## src/rtl/mph_defines.svh

```systemverilog
// Timing, priority and framing constants of the multiphase poll host
`ifndef MPH_DEFINES_SVH
`define MPH_DEFINES_SVH

// ---------------------------------------------------------------------
// Clock and derived rates
// ---------------------------------------------------------------------
`define MPH_CLK_HZ        20000000
`define MPH_TICK_HZ       4000
`define MPH_RTC_HZ        1
`define MPH_AFE_BAUD      57600
`define MPH_GUI_BAUD      9600
`define MPH_TICK_CYCLES   (`MPH_CLK_HZ / `MPH_TICK_HZ)
`define MPH_RTC_CYCLES    (`MPH_CLK_HZ / `MPH_RTC_HZ)
`define MPH_AFE_BIT_CYC   (`MPH_CLK_HZ / `MPH_AFE_BAUD)
`define MPH_GUI_BIT_CYC   (`MPH_CLK_HZ / `MPH_GUI_BAUD)

// ---------------------------------------------------------------------
// Interrupt priority codes, lower wins
// ---------------------------------------------------------------------
`define MPH_PRIO_TICK     8'h20
`define MPH_PRIO_READY    8'h40
`define MPH_PRIO_PKT      8'h60
`define MPH_PRIO_GUI      8'h80
`define MPH_PRIO_RTC      8'h80

// ---------------------------------------------------------------------
// Polling defaults; gap, ready delay and timeout counted in tick periods
// ---------------------------------------------------------------------
`define MPH_PKT_LEN       16
`define MPH_POLL_GAP      16
`define MPH_READY_DELAY   4
`define MPH_TIMEOUT       24
`define MPH_CMD_READ      8'h01
`define MPH_ROUTE_NONE    3'h0

`endif

```

## src/rtl/mph_pkg.sv

```systemverilog
// Types shared by the multiphase poll host
package mph_pkg;

   typedef enum logic [1:0] {
      MPH_IDLE = 2'b00,
      MPH_SEND = 2'b01,
      MPH_WAIT = 2'b10
   } mph_poll_e;

   // Source indices of the pending interrupt vector
   typedef enum logic [2:0] {
      MPH_SRC_TICK  = 3'h0,
      MPH_SRC_READY = 3'h1,
      MPH_SRC_PKT   = 3'h2,
      MPH_SRC_GUI   = 3'h3,
      MPH_SRC_RTC   = 3'h4
   } mph_src_e;

   typedef struct packed {
      logic       valid;
      mph_src_e   src;
      logic [7:0] code;
   } mph_irq_s;

endpackage : mph_pkg

```

## src/rtl/mph_pkt_mem.sv

```systemverilog
// Packet buffer with registered read data
`timescale 1ns/10ps
`default_nettype none

module mph_pkt_mem #(
   parameter int DW    = 8,
   parameter int DEPTH = 16,
   parameter int AW    = $clog2(DEPTH)
) (
   // Clock
   input  wire logic          core_clk,
   // Write port
   input  wire logic          wr_en,
   input  wire logic [AW-1:0] wr_addr,
   input  wire logic [DW-1:0] wr_data,
   // Read port
   input  wire logic [AW-1:0] rd_addr,
   output logic      [DW-1:0] rd_data
);

   logic [DW-1:0] mem_q [DEPTH];

   always_ff @(posedge core_clk) begin
      if (wr_en) begin
         mem_q[wr_addr] <= wr_data;
      end
   end

   always_ff @(posedge core_clk) begin
      rd_data <= mem_q[rd_addr];
   end

endmodule : mph_pkt_mem

`default_nettype wire

```

## src/rtl/mph_uart.sv

```systemverilog
// 8N1 serial transmitter and receiver
`timescale 1ns/10ps
`default_nettype none

module mph_uart #(
   parameter int CLKS_PER_BIT = 347
) (
   // Clock and reset
   input  wire logic       core_clk,
   input  wire logic       rstn,
   // Transmit side
   input  wire logic       tx_start,
   input  wire logic [7:0] tx_data,
   output logic            tx_busy,
   output logic            txd,
   // Receive side, line already synchronised
   input  wire logic       rxd,
   output logic            rx_valid,
   output logic [7:0]      rx_data
);

   localparam int CW = $clog2(CLKS_PER_BIT + 1);

   logic [CW-1:0] tx_cnt_q;
   logic [3:0]    tx_bit_q;
   logic [9:0]    tx_sh_q;
   logic [CW-1:0] rx_cnt_q;
   logic [3:0]    rx_bit_q;
   logic [7:0]    rx_sh_q;
   logic          rx_act_q;

   // ------------------------------------------------------------------
   // Transmitter: start, eight data bits LSB first, one stop
   // ------------------------------------------------------------------
   always_ff @(posedge core_clk) begin
      if (!rstn) begin
         tx_busy  <= 1'b0;
         txd      <= 1'b1;
         tx_cnt_q <= '0;
         tx_bit_q <= '0;
         tx_sh_q  <= '1;
      end else if (!tx_busy) begin
         if (tx_start) begin
            tx_busy  <= 1'b1;
            tx_sh_q  <= {1'b1, tx_data, 1'b0};
            txd      <= 1'b0;
            tx_cnt_q <= '0;
            tx_bit_q <= '0;
         end
      end else if (tx_cnt_q == CW'(CLKS_PER_BIT - 1)) begin
         tx_cnt_q <= '0;
         tx_sh_q  <= {1'b1, tx_sh_q[9:1]};
         if (tx_bit_q == 4'h9) begin
            tx_busy <= 1'b0;
            txd     <= 1'b1;
         end else begin
            tx_bit_q <= tx_bit_q + 4'h1;
            txd      <= tx_sh_q[1];
         end
      end else begin
         tx_cnt_q <= tx_cnt_q + 1'b1;
      end
   end

   // ------------------------------------------------------------------
   // Receiver: sample mid bit, drop frames with a bad start or stop
   // ------------------------------------------------------------------
   always_ff @(posedge core_clk) begin
      if (!rstn) begin
         rx_act_q <= 1'b0;
         rx_cnt_q <= '0;
         rx_bit_q <= '0;
         rx_sh_q  <= '0;
         rx_valid <= 1'b0;
         rx_data  <= '0;
      end else begin
         rx_valid <= 1'b0;
         if (!rx_act_q) begin
            if (!rxd) begin
               rx_act_q <= 1'b1;
               rx_cnt_q <= CW'(CLKS_PER_BIT / 2);
               rx_bit_q <= '0;
            end
         end else if (rx_cnt_q != '0) begin
            rx_cnt_q <= rx_cnt_q - 1'b1;
         end else begin
            rx_cnt_q <= CW'(CLKS_PER_BIT - 1);
            rx_bit_q <= rx_bit_q + 4'h1;
            if (rx_bit_q == 4'h0) begin
               // Glitch, not a start bit
               if (rxd) rx_act_q <= 1'b0;
            end else if (rx_bit_q == 4'h9) begin
               rx_act_q <= 1'b0;
               if (rxd) begin
                  rx_valid <= 1'b1;
                  rx_data  <= rx_sh_q;
               end
            end else begin
               rx_sh_q <= {rxd, rx_sh_q[7:1]};
            end
         end
      end
   end

endmodule : mph_uart

`default_nettype wire

```

## src/rtl/mph_poll_host.sv

```systemverilog
// Poll host collecting readings from three phase front ends
//
// Operation
// - A 4000 Hz tick accumulates active power into energy and ages timeouts.
// - Requests to different phases are spaced so each reply fits between.
// - A fixed delay separates a ready strobe from the matching request.
// - At most one phase receive line is routed to the receiver at once.
// - Commands go to all front ends; only the addressed line is routed.
// - In two-channel mode idle phase lines act as interrupt inputs.
// - In two-channel mode a line is routed only while its reply is awaited.
// - A good reply or a timeout returns the line to interrupt use.
// - Three separate receive lines, one per phase A, B and C.
// - Received bytes fill consecutive memory locations until a packet ends.
// - A completed packet raises an interrupt at once.
// - Interrupts rank by code, lower wins: 0x20, 0x40, 0x60, 0x80, 0x80.
// - The ready-pin interrupt names the phase that has new readings.
// - GUI link is 8N1 at 9600 baud, interrupting on empty and on receive.
// - A real-time interrupt fires each second and advances the time.
// - Every second real-time tick triggers a display update.
// - The front-end link is 8N1 at 57,600 baud.
`timescale 1ns/10ps
`default_nettype none
`include "mph_defines.svh"

module mph_poll_host #(
   parameter int TICK_CYCLES   = `MPH_TICK_CYCLES,
   parameter int RTC_CYCLES    = `MPH_RTC_CYCLES,
   parameter int PKT_LEN       = `MPH_PKT_LEN,
   parameter int POLL_GAP      = `MPH_POLL_GAP,
   parameter int READY_DELAY   = `MPH_READY_DELAY,
   parameter int TIMEOUT_TICKS = `MPH_TIMEOUT,
   parameter int AW            = $clog2(PKT_LEN)
) (
   // Clock and reset
   input  wire logic              core_clk,
   input  wire logic              rstn,
   // Mode
   input  wire logic              two_channel_mode,
   // Front-end link pins
   input  wire logic [2:0]        afe_rx_line,
   output logic                   afe_txd,
   output logic [2:0]             rx_route_select,
   // Packet readout
   input  wire logic [AW-1:0]     pkt_rd_addr,
   output logic [7:0]             pkt_rd_data,
   output logic [1:0]             pkt_phase,
   // Energy
   input  wire logic [31:0]       active_power,
   output logic [47:0]            active_energy,
   // GUI link
   input  wire logic              gui_rxd,
   output logic                   gui_txd,
   input  wire logic              gui_tx_valid,
   input  wire logic [7:0]        gui_tx_data,
   output logic                   gui_tx_busy,
   output logic [7:0]             gui_rx_data,
   // Time and display
   output logic [31:0]            rtc_seconds,
   output logic                   display_update,
   // Interrupt presentation
   input  wire logic              irq_ack,
   output mph_pkg::mph_irq_s      irq_out,
   output logic [1:0]             ready_phase,
   output logic                   reply_timeout
);

   localparam int TW = $clog2(TICK_CYCLES + 1);
   localparam int RW = $clog2(RTC_CYCLES + 1);
   localparam int GW = $clog2(POLL_GAP + TIMEOUT_TICKS + READY_DELAY + 2);

   // ------------------------------------------------------------------
   // Pin synchronisers and strobe edge detection
   // ------------------------------------------------------------------
   logic [2:0] line_meta_q;
   logic [2:0] line_sync_q;
   logic [2:0] line_prev_q;
   logic [2:0] strobe_fall;
   logic       gui_meta_q;
   logic       gui_sync_q;

   genvar gi;
   generate
      for (gi = 0; gi < 3; gi++) begin : g_phase_line
         always_ff @(posedge core_clk) begin
            if (!rstn) begin
               line_meta_q[gi] <= 1'b1;
               line_sync_q[gi] <= 1'b1;
               line_prev_q[gi] <= 1'b1;
            end else begin
               line_meta_q[gi] <= afe_rx_line[gi];
               line_sync_q[gi] <= line_meta_q[gi];
               line_prev_q[gi] <= line_sync_q[gi];
            end
         end
         // Only an unrouted line counts as an interrupt input
         assign strobe_fall[gi] = two_channel_mode
                                  && !rx_route_select[gi]
                                  && line_prev_q[gi]
                                  && !line_sync_q[gi];
      end
   endgenerate

   always_ff @(posedge core_clk) begin
      if (!rstn) begin
         gui_meta_q <= 1'b1;
         gui_sync_q <= 1'b1;
      end else begin
         gui_meta_q <= gui_rxd;
         gui_sync_q <= gui_meta_q;
      end
   end

   // ------------------------------------------------------------------
   // Tick timer and energy
   // ------------------------------------------------------------------
   logic [TW-1:0] tick_cnt_q;
   logic          tick_q;

   always_ff @(posedge core_clk) begin
      if (!rstn) begin
         tick_cnt_q <= '0;
         tick_q     <= 1'b0;
      end else if (tick_cnt_q == TW'(TICK_CYCLES - 1)) begin
         tick_cnt_q <= '0;
         tick_q     <= 1'b1;
      end else begin
         tick_cnt_q <= tick_cnt_q + 1'b1;
         tick_q     <= 1'b0;
      end
   end

   always_ff @(posedge core_clk) begin
      if (!rstn) begin
         active_energy <= '0;
      end else if (tick_q) begin
         active_energy <= active_energy + {16'h0, active_power};
      end
   end

   // ------------------------------------------------------------------
   // Ready strobes
   // ------------------------------------------------------------------
   logic [2:0] ready_pend_q;
   logic [1:0] pick_ph;
   logic       pick_any;

   always_comb begin
      pick_any = 1'b1;
      if (ready_pend_q[0]) begin
         pick_ph = 2'h0;
      end else if (ready_pend_q[1]) begin
         pick_ph = 2'h1;
      end else if (ready_pend_q[2]) begin
         pick_ph = 2'h2;
      end else begin
         pick_ph  = 2'h0;
         pick_any = 1'b0;
      end
   end

   // ------------------------------------------------------------------
   // Poll sequencer
   // ------------------------------------------------------------------
   mph_pkg::mph_poll_e state_q;
   logic [GW-1:0]      gap_q;
   logic [GW-1:0]      wait_q;
   logic [1:0]         next_ph_q;
   logic [AW-1:0]      wr_addr_q;
   logic               send_q;
   logic               pkt_done_q;
   logic               afe_busy;
   logic               afe_rx_valid;
   logic [7:0]         afe_rx_data;
   logic               routed_line;
   logic               go_poll;

   assign routed_line = |(rx_route_select & line_sync_q);
   // Gap elapsed and, for strobe-driven polls, the settle delay too
   assign go_poll = (state_q == mph_pkg::MPH_IDLE)
                    && (gap_q >= GW'(POLL_GAP))
                    && (!two_channel_mode
                        || (pick_any
                            && wait_q >= GW'(READY_DELAY)));

   always_ff @(posedge core_clk) begin
      if (!rstn) begin
         state_q         <= mph_pkg::MPH_IDLE;
         rx_route_select <= `MPH_ROUTE_NONE;
         gap_q           <= GW'(POLL_GAP);
         wait_q          <= '0;
         next_ph_q       <= 2'h0;
         pkt_phase       <= 2'h0;
         wr_addr_q       <= '0;
         send_q          <= 1'b0;
         pkt_done_q      <= 1'b0;
         reply_timeout   <= 1'b0;
         ready_pend_q    <= '0;
      end else begin
         send_q        <= 1'b0;
         pkt_done_q    <= 1'b0;
         reply_timeout <= 1'b0;
         if (tick_q && gap_q != '1) gap_q <= gap_q + 1'b1;
         if (!pick_any) begin
            wait_q <= '0;
         end else if (tick_q && wait_q != '1) begin
            wait_q <= wait_q + 1'b1;
         end
         ready_pend_q <= ready_pend_q | strobe_fall;
         case (state_q)
            mph_pkg::MPH_IDLE: begin
               if (go_poll) begin
                  pkt_phase <= two_channel_mode ? pick_ph : next_ph_q;
                  if (two_channel_mode) begin
                     // Strobe arriving now on the same phase is kept
                     ready_pend_q <= (ready_pend_q
                                      & ~(3'h1 << pick_ph)) | strobe_fall;
                  end
                  next_ph_q <= (next_ph_q == 2'h2) ? 2'h0
                               : next_ph_q + 2'h1;
                  send_q    <= 1'b1;
                  state_q   <= mph_pkg::MPH_SEND;
               end
            end
            mph_pkg::MPH_SEND: begin
               // Route only once the broadcast byte is out
               if (!send_q && !afe_busy) begin
                  rx_route_select <= 3'h1 << pkt_phase;
                  wr_addr_q       <= '0;
                  gap_q           <= '0;
                  state_q         <= mph_pkg::MPH_WAIT;
               end
            end
            mph_pkg::MPH_WAIT: begin
               if (afe_rx_valid) begin
                  wr_addr_q <= wr_addr_q + 1'b1;
                  if (wr_addr_q == AW'(PKT_LEN - 1)) begin
                     pkt_done_q      <= 1'b1;
                     rx_route_select <= `MPH_ROUTE_NONE;
                     state_q         <= mph_pkg::MPH_IDLE;
                  end
               end else if (gap_q >= GW'(TIMEOUT_TICKS)) begin
                  reply_timeout   <= 1'b1;
                  rx_route_select <= `MPH_ROUTE_NONE;
                  state_q         <= mph_pkg::MPH_IDLE;
               end
            end
            default: begin
               state_q         <= mph_pkg::MPH_IDLE;
               rx_route_select <= `MPH_ROUTE_NONE;
            end
         endcase
      end
   end

   mph_uart #(
      .CLKS_PER_BIT (`MPH_AFE_BIT_CYC)
   ) u_afe_serial_port (
      .core_clk (core_clk),
      .rstn     (rstn),
      .tx_start (send_q),
      .tx_data  (`MPH_CMD_READ),
      .tx_busy  (afe_busy),
      .txd      (afe_txd),
      .rxd      (routed_line | ~(|rx_route_select)),
      .rx_valid (afe_rx_valid),
      .rx_data  (afe_rx_data)
   );

   mph_pkt_mem #(
      .DW    (8),
      .DEPTH (PKT_LEN)
   ) u_pkt_mem (
      .core_clk (core_clk),
      .wr_en    (afe_rx_valid && state_q == mph_pkg::MPH_WAIT),
      .wr_addr  (wr_addr_q),
      .wr_data  (afe_rx_data),
      .rd_addr  (pkt_rd_addr),
      .rd_data  (pkt_rd_data)
   );

   // ------------------------------------------------------------------
   // GUI link
   // ------------------------------------------------------------------
   logic gui_rx_valid;
   logic gui_busy_prev_q;
   logic gui_start;

   assign gui_start = gui_tx_valid && !gui_tx_busy;

   mph_uart #(
      .CLKS_PER_BIT (`MPH_GUI_BIT_CYC)
   ) u_gui_serial_port (
      .core_clk (core_clk),
      .rstn     (rstn),
      .tx_start (gui_start),
      .tx_data  (gui_tx_data),
      .tx_busy  (gui_tx_busy),
      .txd      (gui_txd),
      .rxd      (gui_sync_q),
      .rx_valid (gui_rx_valid),
      .rx_data  (gui_rx_data)
   );

   always_ff @(posedge core_clk) begin
      if (!rstn) gui_busy_prev_q <= 1'b0;
      else       gui_busy_prev_q <= gui_tx_busy;
   end

   // ------------------------------------------------------------------
   // Real-time clock and display
   // ------------------------------------------------------------------
   logic [RW-1:0] rtc_cnt_q;
   logic          rtc_tick_q;

   always_ff @(posedge core_clk) begin
      if (!rstn) begin
         rtc_cnt_q      <= '0;
         rtc_tick_q     <= 1'b0;
         rtc_seconds    <= '0;
         display_update <= 1'b0;
      end else begin
         rtc_tick_q     <= 1'b0;
         display_update <= 1'b0;
         if (rtc_cnt_q == RW'(RTC_CYCLES - 1)) begin
            rtc_cnt_q   <= '0;
            rtc_tick_q  <= 1'b1;
            rtc_seconds <= rtc_seconds + 32'h1;
            // Odd count before increment means every second tick
            display_update <= rtc_seconds[0];
         end else begin
            rtc_cnt_q <= rtc_cnt_q + 1'b1;
         end
      end
   end

   // ------------------------------------------------------------------
   // Interrupt ranking; a set in the ack cycle survives
   // ------------------------------------------------------------------
   logic [4:0]         irq_pend_q;
   logic [4:0]         irq_set;
   logic [4:0]         irq_clr;
   mph_pkg::mph_irq_s  irq_win;

   assign irq_set = {rtc_tick_q,
                     gui_rx_valid || (gui_busy_prev_q && !gui_tx_busy),
                     pkt_done_q,
                     |strobe_fall,
                     tick_q};

   always_comb begin
      irq_win = '0;
      if (irq_pend_q[0]) begin
         irq_win = {1'b1, mph_pkg::MPH_SRC_TICK, `MPH_PRIO_TICK};
      end else if (irq_pend_q[1]) begin
         irq_win = {1'b1, mph_pkg::MPH_SRC_READY, `MPH_PRIO_READY};
      end else if (irq_pend_q[2]) begin
         irq_win = {1'b1, mph_pkg::MPH_SRC_PKT, `MPH_PRIO_PKT};
      end else if (irq_pend_q[3]) begin
         irq_win = {1'b1, mph_pkg::MPH_SRC_GUI, `MPH_PRIO_GUI};
      end else if (irq_pend_q[4]) begin
         irq_win = {1'b1, mph_pkg::MPH_SRC_RTC, `MPH_PRIO_RTC};
      end
   end

   assign irq_clr = (irq_ack && irq_out.valid)
                    ? (5'h1 << irq_out.src) : 5'h0;

   always_ff @(posedge core_clk) begin
      if (!rstn) begin
         irq_pend_q <= '0;
         irq_out    <= '0;
      end else begin
         irq_pend_q <= (irq_pend_q & ~irq_clr) | irq_set;
         irq_out    <= irq_win;
         if (irq_clr != 5'h0) irq_out <= '0;
      end
   end

   always_ff @(posedge core_clk) begin
      if (!rstn) begin
         ready_phase <= 2'h0;
      end else if (strobe_fall[0]) begin
         ready_phase <= 2'h0;
      end else if (strobe_fall[1]) begin
         ready_phase <= 2'h1;
      end else if (strobe_fall[2]) begin
         ready_phase <= 2'h2;
      end
   end

endmodule : mph_poll_host

`default_nettype wire

```

## config.mk

```make
export PLATFORM = sky130hd
export DESIGN_NAME = mph_poll_host
export DESIGN_NICKNAME = d
export VERILOG_FILES = /design/src/rtl/mph_pkg.sv /design/src/rtl/mph_pkt_mem.sv /design/src/rtl/mph_uart.sv /design/src/rtl/mph_poll_host.sv
export VERILOG_INCLUDE_DIRS = /design/src /design/src/rtl
export SDC_FILE = /design/constraint.sdc
export NUM_CORES = 1
export LEC_CHECK = 0
export ABC_AREA = 1
export BUFFER_PORTS_ARGS = -buffer_cell sky130_fd_sc_hd__buf_2
export CORE_MARGIN = 4
export CORE_UTILIZATION = 60
export DETAILED_ROUTE_END_ITERATION = 10
export GPL_TIMING_DRIVEN = 1
export PLACE_DENSITY_LB_ADDON = 0.12
export SLEW_MARGIN = 40
export SYNTH_ARGS = -nofsm -noshare
export SYNTH_HDL_FRONTEND = slang
export SYNTH_SLANG_ARGS = --single-unit
export TNS_END_PERCENT = 100
```

## constraint.sdc

```tcl
create_clock -name core_clk -period 4.8 [get_ports core_clk]
set_input_delay 0 -clock core_clk [delete_from_list [all_inputs] [get_ports core_clk]]
set_output_delay 0 -clock core_clk [all_outputs]
set_load 0.05 [all_outputs]
```

Word-level counts from Yosys, hierarchy flattened
Memories as Yosys holds them, arrays and structs flattened. A register that Yosys moved wholly into a read port is not among the register bits.
Index checks and enable logic that the tools add are counted.
{ "totals": {"ramBits": 128, "wordCells": 311, "out_inout_bits": 120, "inputBits": 53, "reg_bits": 301, "memories": 1} }
{ "mem_list": {"columns": ["memory", "depth", "width", "read_ports", "rd_ports_with_merged_regs", "write_ports", "line_no", "text"], "rows": [
  ["u_pkt_mem.mem_q", 16, 8, 1, 1, 1, "mph_pkt_mem.sv:21", "logic [DW-1:0] mem_q [DEPTH];"]
]} }
{ "op_classes": {"n_bitwise": 21, "mux": 103, "order_cmp": 3, "shift": 3, "n_eq_ne": 27, "n_addsub": 16, "n_reduce_logical": 74} }
{ "ops": {"columns": ["cell", "n"], "rows": [
  ["$mux W12", 11],
  ["$mux W4", 16],
  ["$mux W10", 6],
  ["$mux W9", 6],
  ["$add A48 B32 Y48", 1],
  ["$mux W1", 40],
  ["$add A32 B1 Y32 const B", 1],
  ["$add A25 B1 Y25 const B", 1],
  ["$eq A25 B25 Y1 const B", 1],
  ["$mux W3", 7],
  ["$add A4 B1 Y4 const B", 5],
  ["$eq A4 B4 Y1 const B", 5],
  ["$mux W2", 10],
  ["$logic_and A1 B1 Y1", 19],
  ["$mux W6", 3],
  ["$ne A2 B2 Y1 const B", 9],
  ["$reduce_or A3 Y1", 6],
  ["$reduce_and A2 Y1", 8],
  ["$reduce_and A4 Y1", 4],
  ["$reduce_or A5 Y1", 3],
  ["$add A13 B1 Y13 const B", 1],
  ["$eq A13 B13 Y1 const B", 1],
  ["$add A12 B1 Y12 const B", 1],
  ["$add A6 B1 Y6 const B", 2],
  ["41 further kinds", 80]
]} }

Longest topological paths before layout
{ "depth": {"word_depth": 10, "mapped_depth": 15, "mapped_depth_nobuf": 15} }

Cells and area by module
Synthesis repeated with hierarchy kept, for this count alone.
{ "unflattened": {"cells_unflattened": 3124, "hier_area_um2": 22317.7} }
{ "modules_own_cells": {"columns": ["module", "seq_area_each_um2", "n_inst", "area_each_um2", "cells_per_inst"], "rows": [
  ["mph_poll_host", 3563.4, 1, 10620.2, 1685],
  ["mph_pkt_mem", 4003.8, 1, 5771.8, 553],
  ["mph_uart (u_gui_serial_port)", 1201.2, 1, 3169.3, 480],
  ["mph_uart (u_afe_serial_port)", 1081.0, 1, 2756.4, 406]
]} }

Least setup slack after synthesis
OpenSTA, ideal clock, no wires.
{ "synth_timing": {"path_kind": "flip-flop to flip-flop", "from": "register active_energy[0]", "to": "register active_energy[40]", "arrival_time_ns": 2.267, "n_path_buf": 0, "required_ns": 4.683, "synth_period_minus_slack_ns": 2.384, "path_stages_with_launch": 15, "setup_slack_ns": 2.416, "setup_time_ns": 0.117, "cell_sequence": "dfxtp_1 > ha_1 > inv_1 > fa_1 > nor2_1 > or2_4 > nand2_1 > nand2_1 > nand2_1 > nand2_1 > nand3_1 > nand2_1 > nand3_1 > nand2_1 > nor2_1"} }
{ "synth_between": {"elab_chain_len": 1} }
{ "synth_lines": {"columns": ["item", "line_no", "text"], "rows": [
  ["start, declared", "mph_poll_host.sv:49", "output logic [47:0] active_energy,"],
  ["start signal, assigned", "mph_poll_host.sv:136", "active_energy <= active_energy + {16'h0, active_power};"],
  ["$add A48 B32 Y48", "mph_poll_host.sv:136", null]
]} }
Every way passes these cells.
A chain may end at the register's enable or synchronous reset.

Worst setup path in the final report
{ "layout_timing": {"from": "register u_gui_serial_port.tx_busy", "to": "register u_gui_serial_port.tx_sh_q[8]"} }
{ "layout_between": {"elab_chain_len": 4, "elab_cells_between_ends": 6, "classes_between": "eq/ne (1); mux (1); reduce/logical (4)"} }
{ "layout_lines": {"columns": ["item", "line_no", "text"], "rows": [
  ["start, declared", "mph_uart.sv:14", "output logic tx_busy,"],
  ["start signal, assigned", "mph_uart.sv:37", "tx_busy <= 1'b0;"],
  ["start signal, assigned", "mph_uart.sv:44", "tx_busy <= 1'b1;"],
  ["start signal, assigned", "mph_uart.sv:54", "tx_busy <= 1'b0;"],
  ["$logic_not A1 Y1", null, null],
  ["$logic_and A1 B1 Y1", "mph_poll_host.sv:288", "assign gui_start = gui_tx_valid && !gui_tx_busy;"],
  ["$reduce_bool A2 Y1 (no source line)", null, null],
  ["$reduce_and A2 Y1 (no source line)", null, null],
  ["end signal, assigned", "mph_uart.sv:45", "tx_sh_q <= {1'b1, tx_data, 1'b0};"],
  ["end signal, assigned", "mph_uart.sv:52", "tx_sh_q <= {1'b1, tx_sh_q[9:1]};"],
  ["end, declared", "mph_uart.sv:26", "logic [9:0] tx_sh_q;"]
]} }
Several ways; a longest one is shown, not always the timed one.

==> key figures <==
CTS
  – Reg clk slew, reported paths: 60 ps
  – Clock Latency Late Sink: 590 ps
  – Max Root-Sink Buffers: 3
  – H-tree Lvls: 2
  – CTS Buf Count: 45
  – Post-CTS sizing: 0
  – CTS tree: done
  – CTS root buf: clkbuf_16
  – # clock sinks: 428

Synth
  – Number of synthesized flops with an enable pin: 128
  – Yosys cell types: 63
  – Post-synthesis sequential area ratio: 0.4590
  – Prevailing post-synth register cell: dfxtp_1
  – FFs w/ async S/R, synth: 0
  – Post-Synthesis Cell Area: between 20000 and 25000 um^2
  – Cells after Synth: 2694
  – Synth Area per Inst: 7.966 um^2
  – Flop and latch count out of synthesis: 428
  – Warnings, synthesis: 0

Drt
  – DR iter-0 viols: 1026
  – Drt wl/cell: around 15 um
  – DRT Pass-1 Iters: 5
  – Final wirelength: 51.53 mm
  – DRC Markers: 0
  – Vias: 18450
  – Final ANT Viol Nets: 0
  – Vias per inst: 5.472

Power
  – Clk network pwr share: 0.422
  – Worst vdd ir: 0.0003270 V
  – Cell internal pwr: around 6 mW
  – Switching share of total power: 0.2646
  – Flop pwr share: 0.466
  – Pwr Density: between 300 and 400 nW/um^2
  – NetSw: around 2.2 mW
  – Power share of the combinational group: 0.112
  – Leak: 10.38 nW

Layout
  – Commonest non-fill, non-tap cells in the layout: nand2_1, inv_1, nor2_1
  – Filler cells: 2869
  – Area Growth Syn to Fin: 13.94%
  – Most common cell after layout, fill and taps aside: nand2_1
  – Inserted Diodes: 0
  – Final #Nets: 2993
  – Share of cells above drive strength 1: 0.1303

Placed design
  – I/O Buffers: roughly 170
  – Post-DP HPWL: roughly 36 mm
  – Placer Congestion: 0.9387

Die
  – Die Span X: 197.1 um
  – Cell Rows: between 60 and 70
  – Core area: 34880 um^2
  – Die height: around 200 um
  – Ports: 173
  – Initial Util: 0.6152
  – Area of the die: 38850 um^2

Timing
  – Min Tclk post-route: 2556 ps
  – Min Hold Slack: 26.49 ps
  – TNS Setup: 0 ps
  – Pins Over Slew Limit: 0
  – Tcrit/Tclk final: 0.5325
  – Fin. Hold Viols: 0
  – Setup Viol. Count Final: 0
  – Fmax: roughly 390 MHz
  – Final clock skew: between 20 and 25 ps
  – Max-slew headroom: 0.4791
  – RSZ-0062 raised after global routing: no
  – Worst-margin pin slew: 781.3 ps

Critical path
  – Cells on worst reg2reg path: 6
  – Worst setup path endpoint: u_gui_serial_port.tx_sh_q[8]
  – Worst Setup Start Kind: flip-flop
  – Kind of critical path: flip-flop to flip-flop
  – Critical path peak fanout: 17
  – Reg2Reg Capture Point: u_gui_serial_port.tx_sh_q[8]
  – Critical path capture point type: flip-flop
  – Worst Setup SP: u_gui_serial_port.tx_busy
  – R2R setup slack: around 2200 ps
  – Critical Path AT: 3000 ps
  – Worst r2r src: u_gui_serial_port.tx_busy
  – Worst Path Required: 5240 ps

GRT
  – GR Overflow Total: 0
  – Largest net degree at the start of global routing: 97
  – First-pass GRT wire length: 85.64 mm
  – Vias in the first global route: 17873
  – Antenna violations before repair: 0
  – Gr usage total: 0.2611

Worst hold path
  – HP Class: input pin to flip-flop
  – Hold_sp: active_power[3]

Run
  – Max_cap viols: 0

Run status
  – Outcome: complete, no violations
## metrics by stage
step	utilization	power, mW	area [um^2]	cells	setup WS [ps]
2_1_floorplan	-	4.676	21470	2698	2416
3_3_place_gp	0.6470	4.848	22570	3253	2509
3_5_place_dp	0.6473	4.875	22580	3253	2483
4_1_cts	0.7007	8.418	24440	3372	2312
5_1_grt	0.7009	8.682	24450	3372	2024
6_report	0.7009	8.358	24450	3372	2244
## per-layer routing
layer  routed length [um]  global-route usage  up-vias
met5                    0                   0        -
met4                 1671             0.09194        0
met3                 2783             0.03821      115
met2                24470              0.4464      494
met1                22610              0.3403     8552
li1                     -                   -     9289
## worst min path at each step
stage	slack, ps	cells after the start	endpoint
2_1_floorplan	110	1	gui_meta_q
3_3_place_gp	180	2	gui_meta_q
3_5_place_dp	190	2	gui_meta_q
4_1_cts	0.04	5	active_energy[15]
5_1_grt	70	5	active_energy[15]
6_report	30	5	active_energy[3]
## power by group through the flow
stage	combinational (mW)	sequential [mW]	clock [mW]
floorplan	0.662	4.01	0
global placement	0.880	3.97	0
detailed placement	0.903	3.97	0
CTS	0.935	3.89	3.59
global route	1.04	3.91	3.74
finish	0.935	3.90	3.53
## synth_stat cells (41+ instances only)
cell type	number	share of area
inv_1	364	0.064
nand3_1	127	0.030
nor2_1	321	0.056
nand2_1	505	0.088
o211ai_1	42	0.015
edfxtp_1	128	0.18
o21ai_0	151	0.035
dfxtp_1	300	0.28
ha_1	59	0.034
clkbuf_1	41	0.0072
nor3_1	63	0.015
xor2_1	48	0.020
a21oi_1	189	0.044
## worst max-delay path, cell delays in order (launching register included)
cell           delay, ps
dfxtp_1              690
inv_1                360
nor2_2               380
nor2_2               180
o22ai_1              180
dlygate4sd3_1        580
nand2_1               50
## kinds of logic (layout without fill, tap and decap cells)
kind of cell | Yosys count | in the layout | synth area share
compound gates | 485 | 485 | 0.1337
xor+xnor | 60 | 60 | 0.02449
fa+ha+maj | 60 | 60 | 0.03533
buf+inv | 458 | 677 | 0.08472
flops | 428 | 428 | 0.4590
mux | 32 | 32 | 0.01493
other cells | 1 | 5 | 0.0001747
simple gates | 1170 | 1170 | 0.2477
## state kept, by name (all words and copies together) (netlist names), 9 cells and up
register and count:
u_pkt_mem.mem_q 128, tick_cnt_q 13, u_afe_serial_port.rx_cnt_q 9, rtc_seconds 32
u_gui_serial_port.rx_cnt_q 12, rtc_cnt_q 25, active_energy 48, u_afe_serial_port.tx_cnt_q 9
u_gui_serial_port.tx_cnt_q 12
## layout make-up
type | instances | area, um^2 | share of cell area
flip-flops and latches | 428 | 9851 | 0.4029
multi-input cells | 1812 | 9819 | 0.4016
inverters | 385 | 1458 | 0.05962
clock buffers | 65 | 1311 | 0.05363
repair buffers | 208 | 1240 | 0.05071
well taps | 455 | 569.3 | 0.02328
clock inverters | 19 | 202.7 | 0.008290
## timing repair
item | in CTS | in global routing
setup buffers | 0 | 0
hold endpoints to repair | 83 | 0
hold buffers | 35 | 0
(Power assumes the default switching activity.)
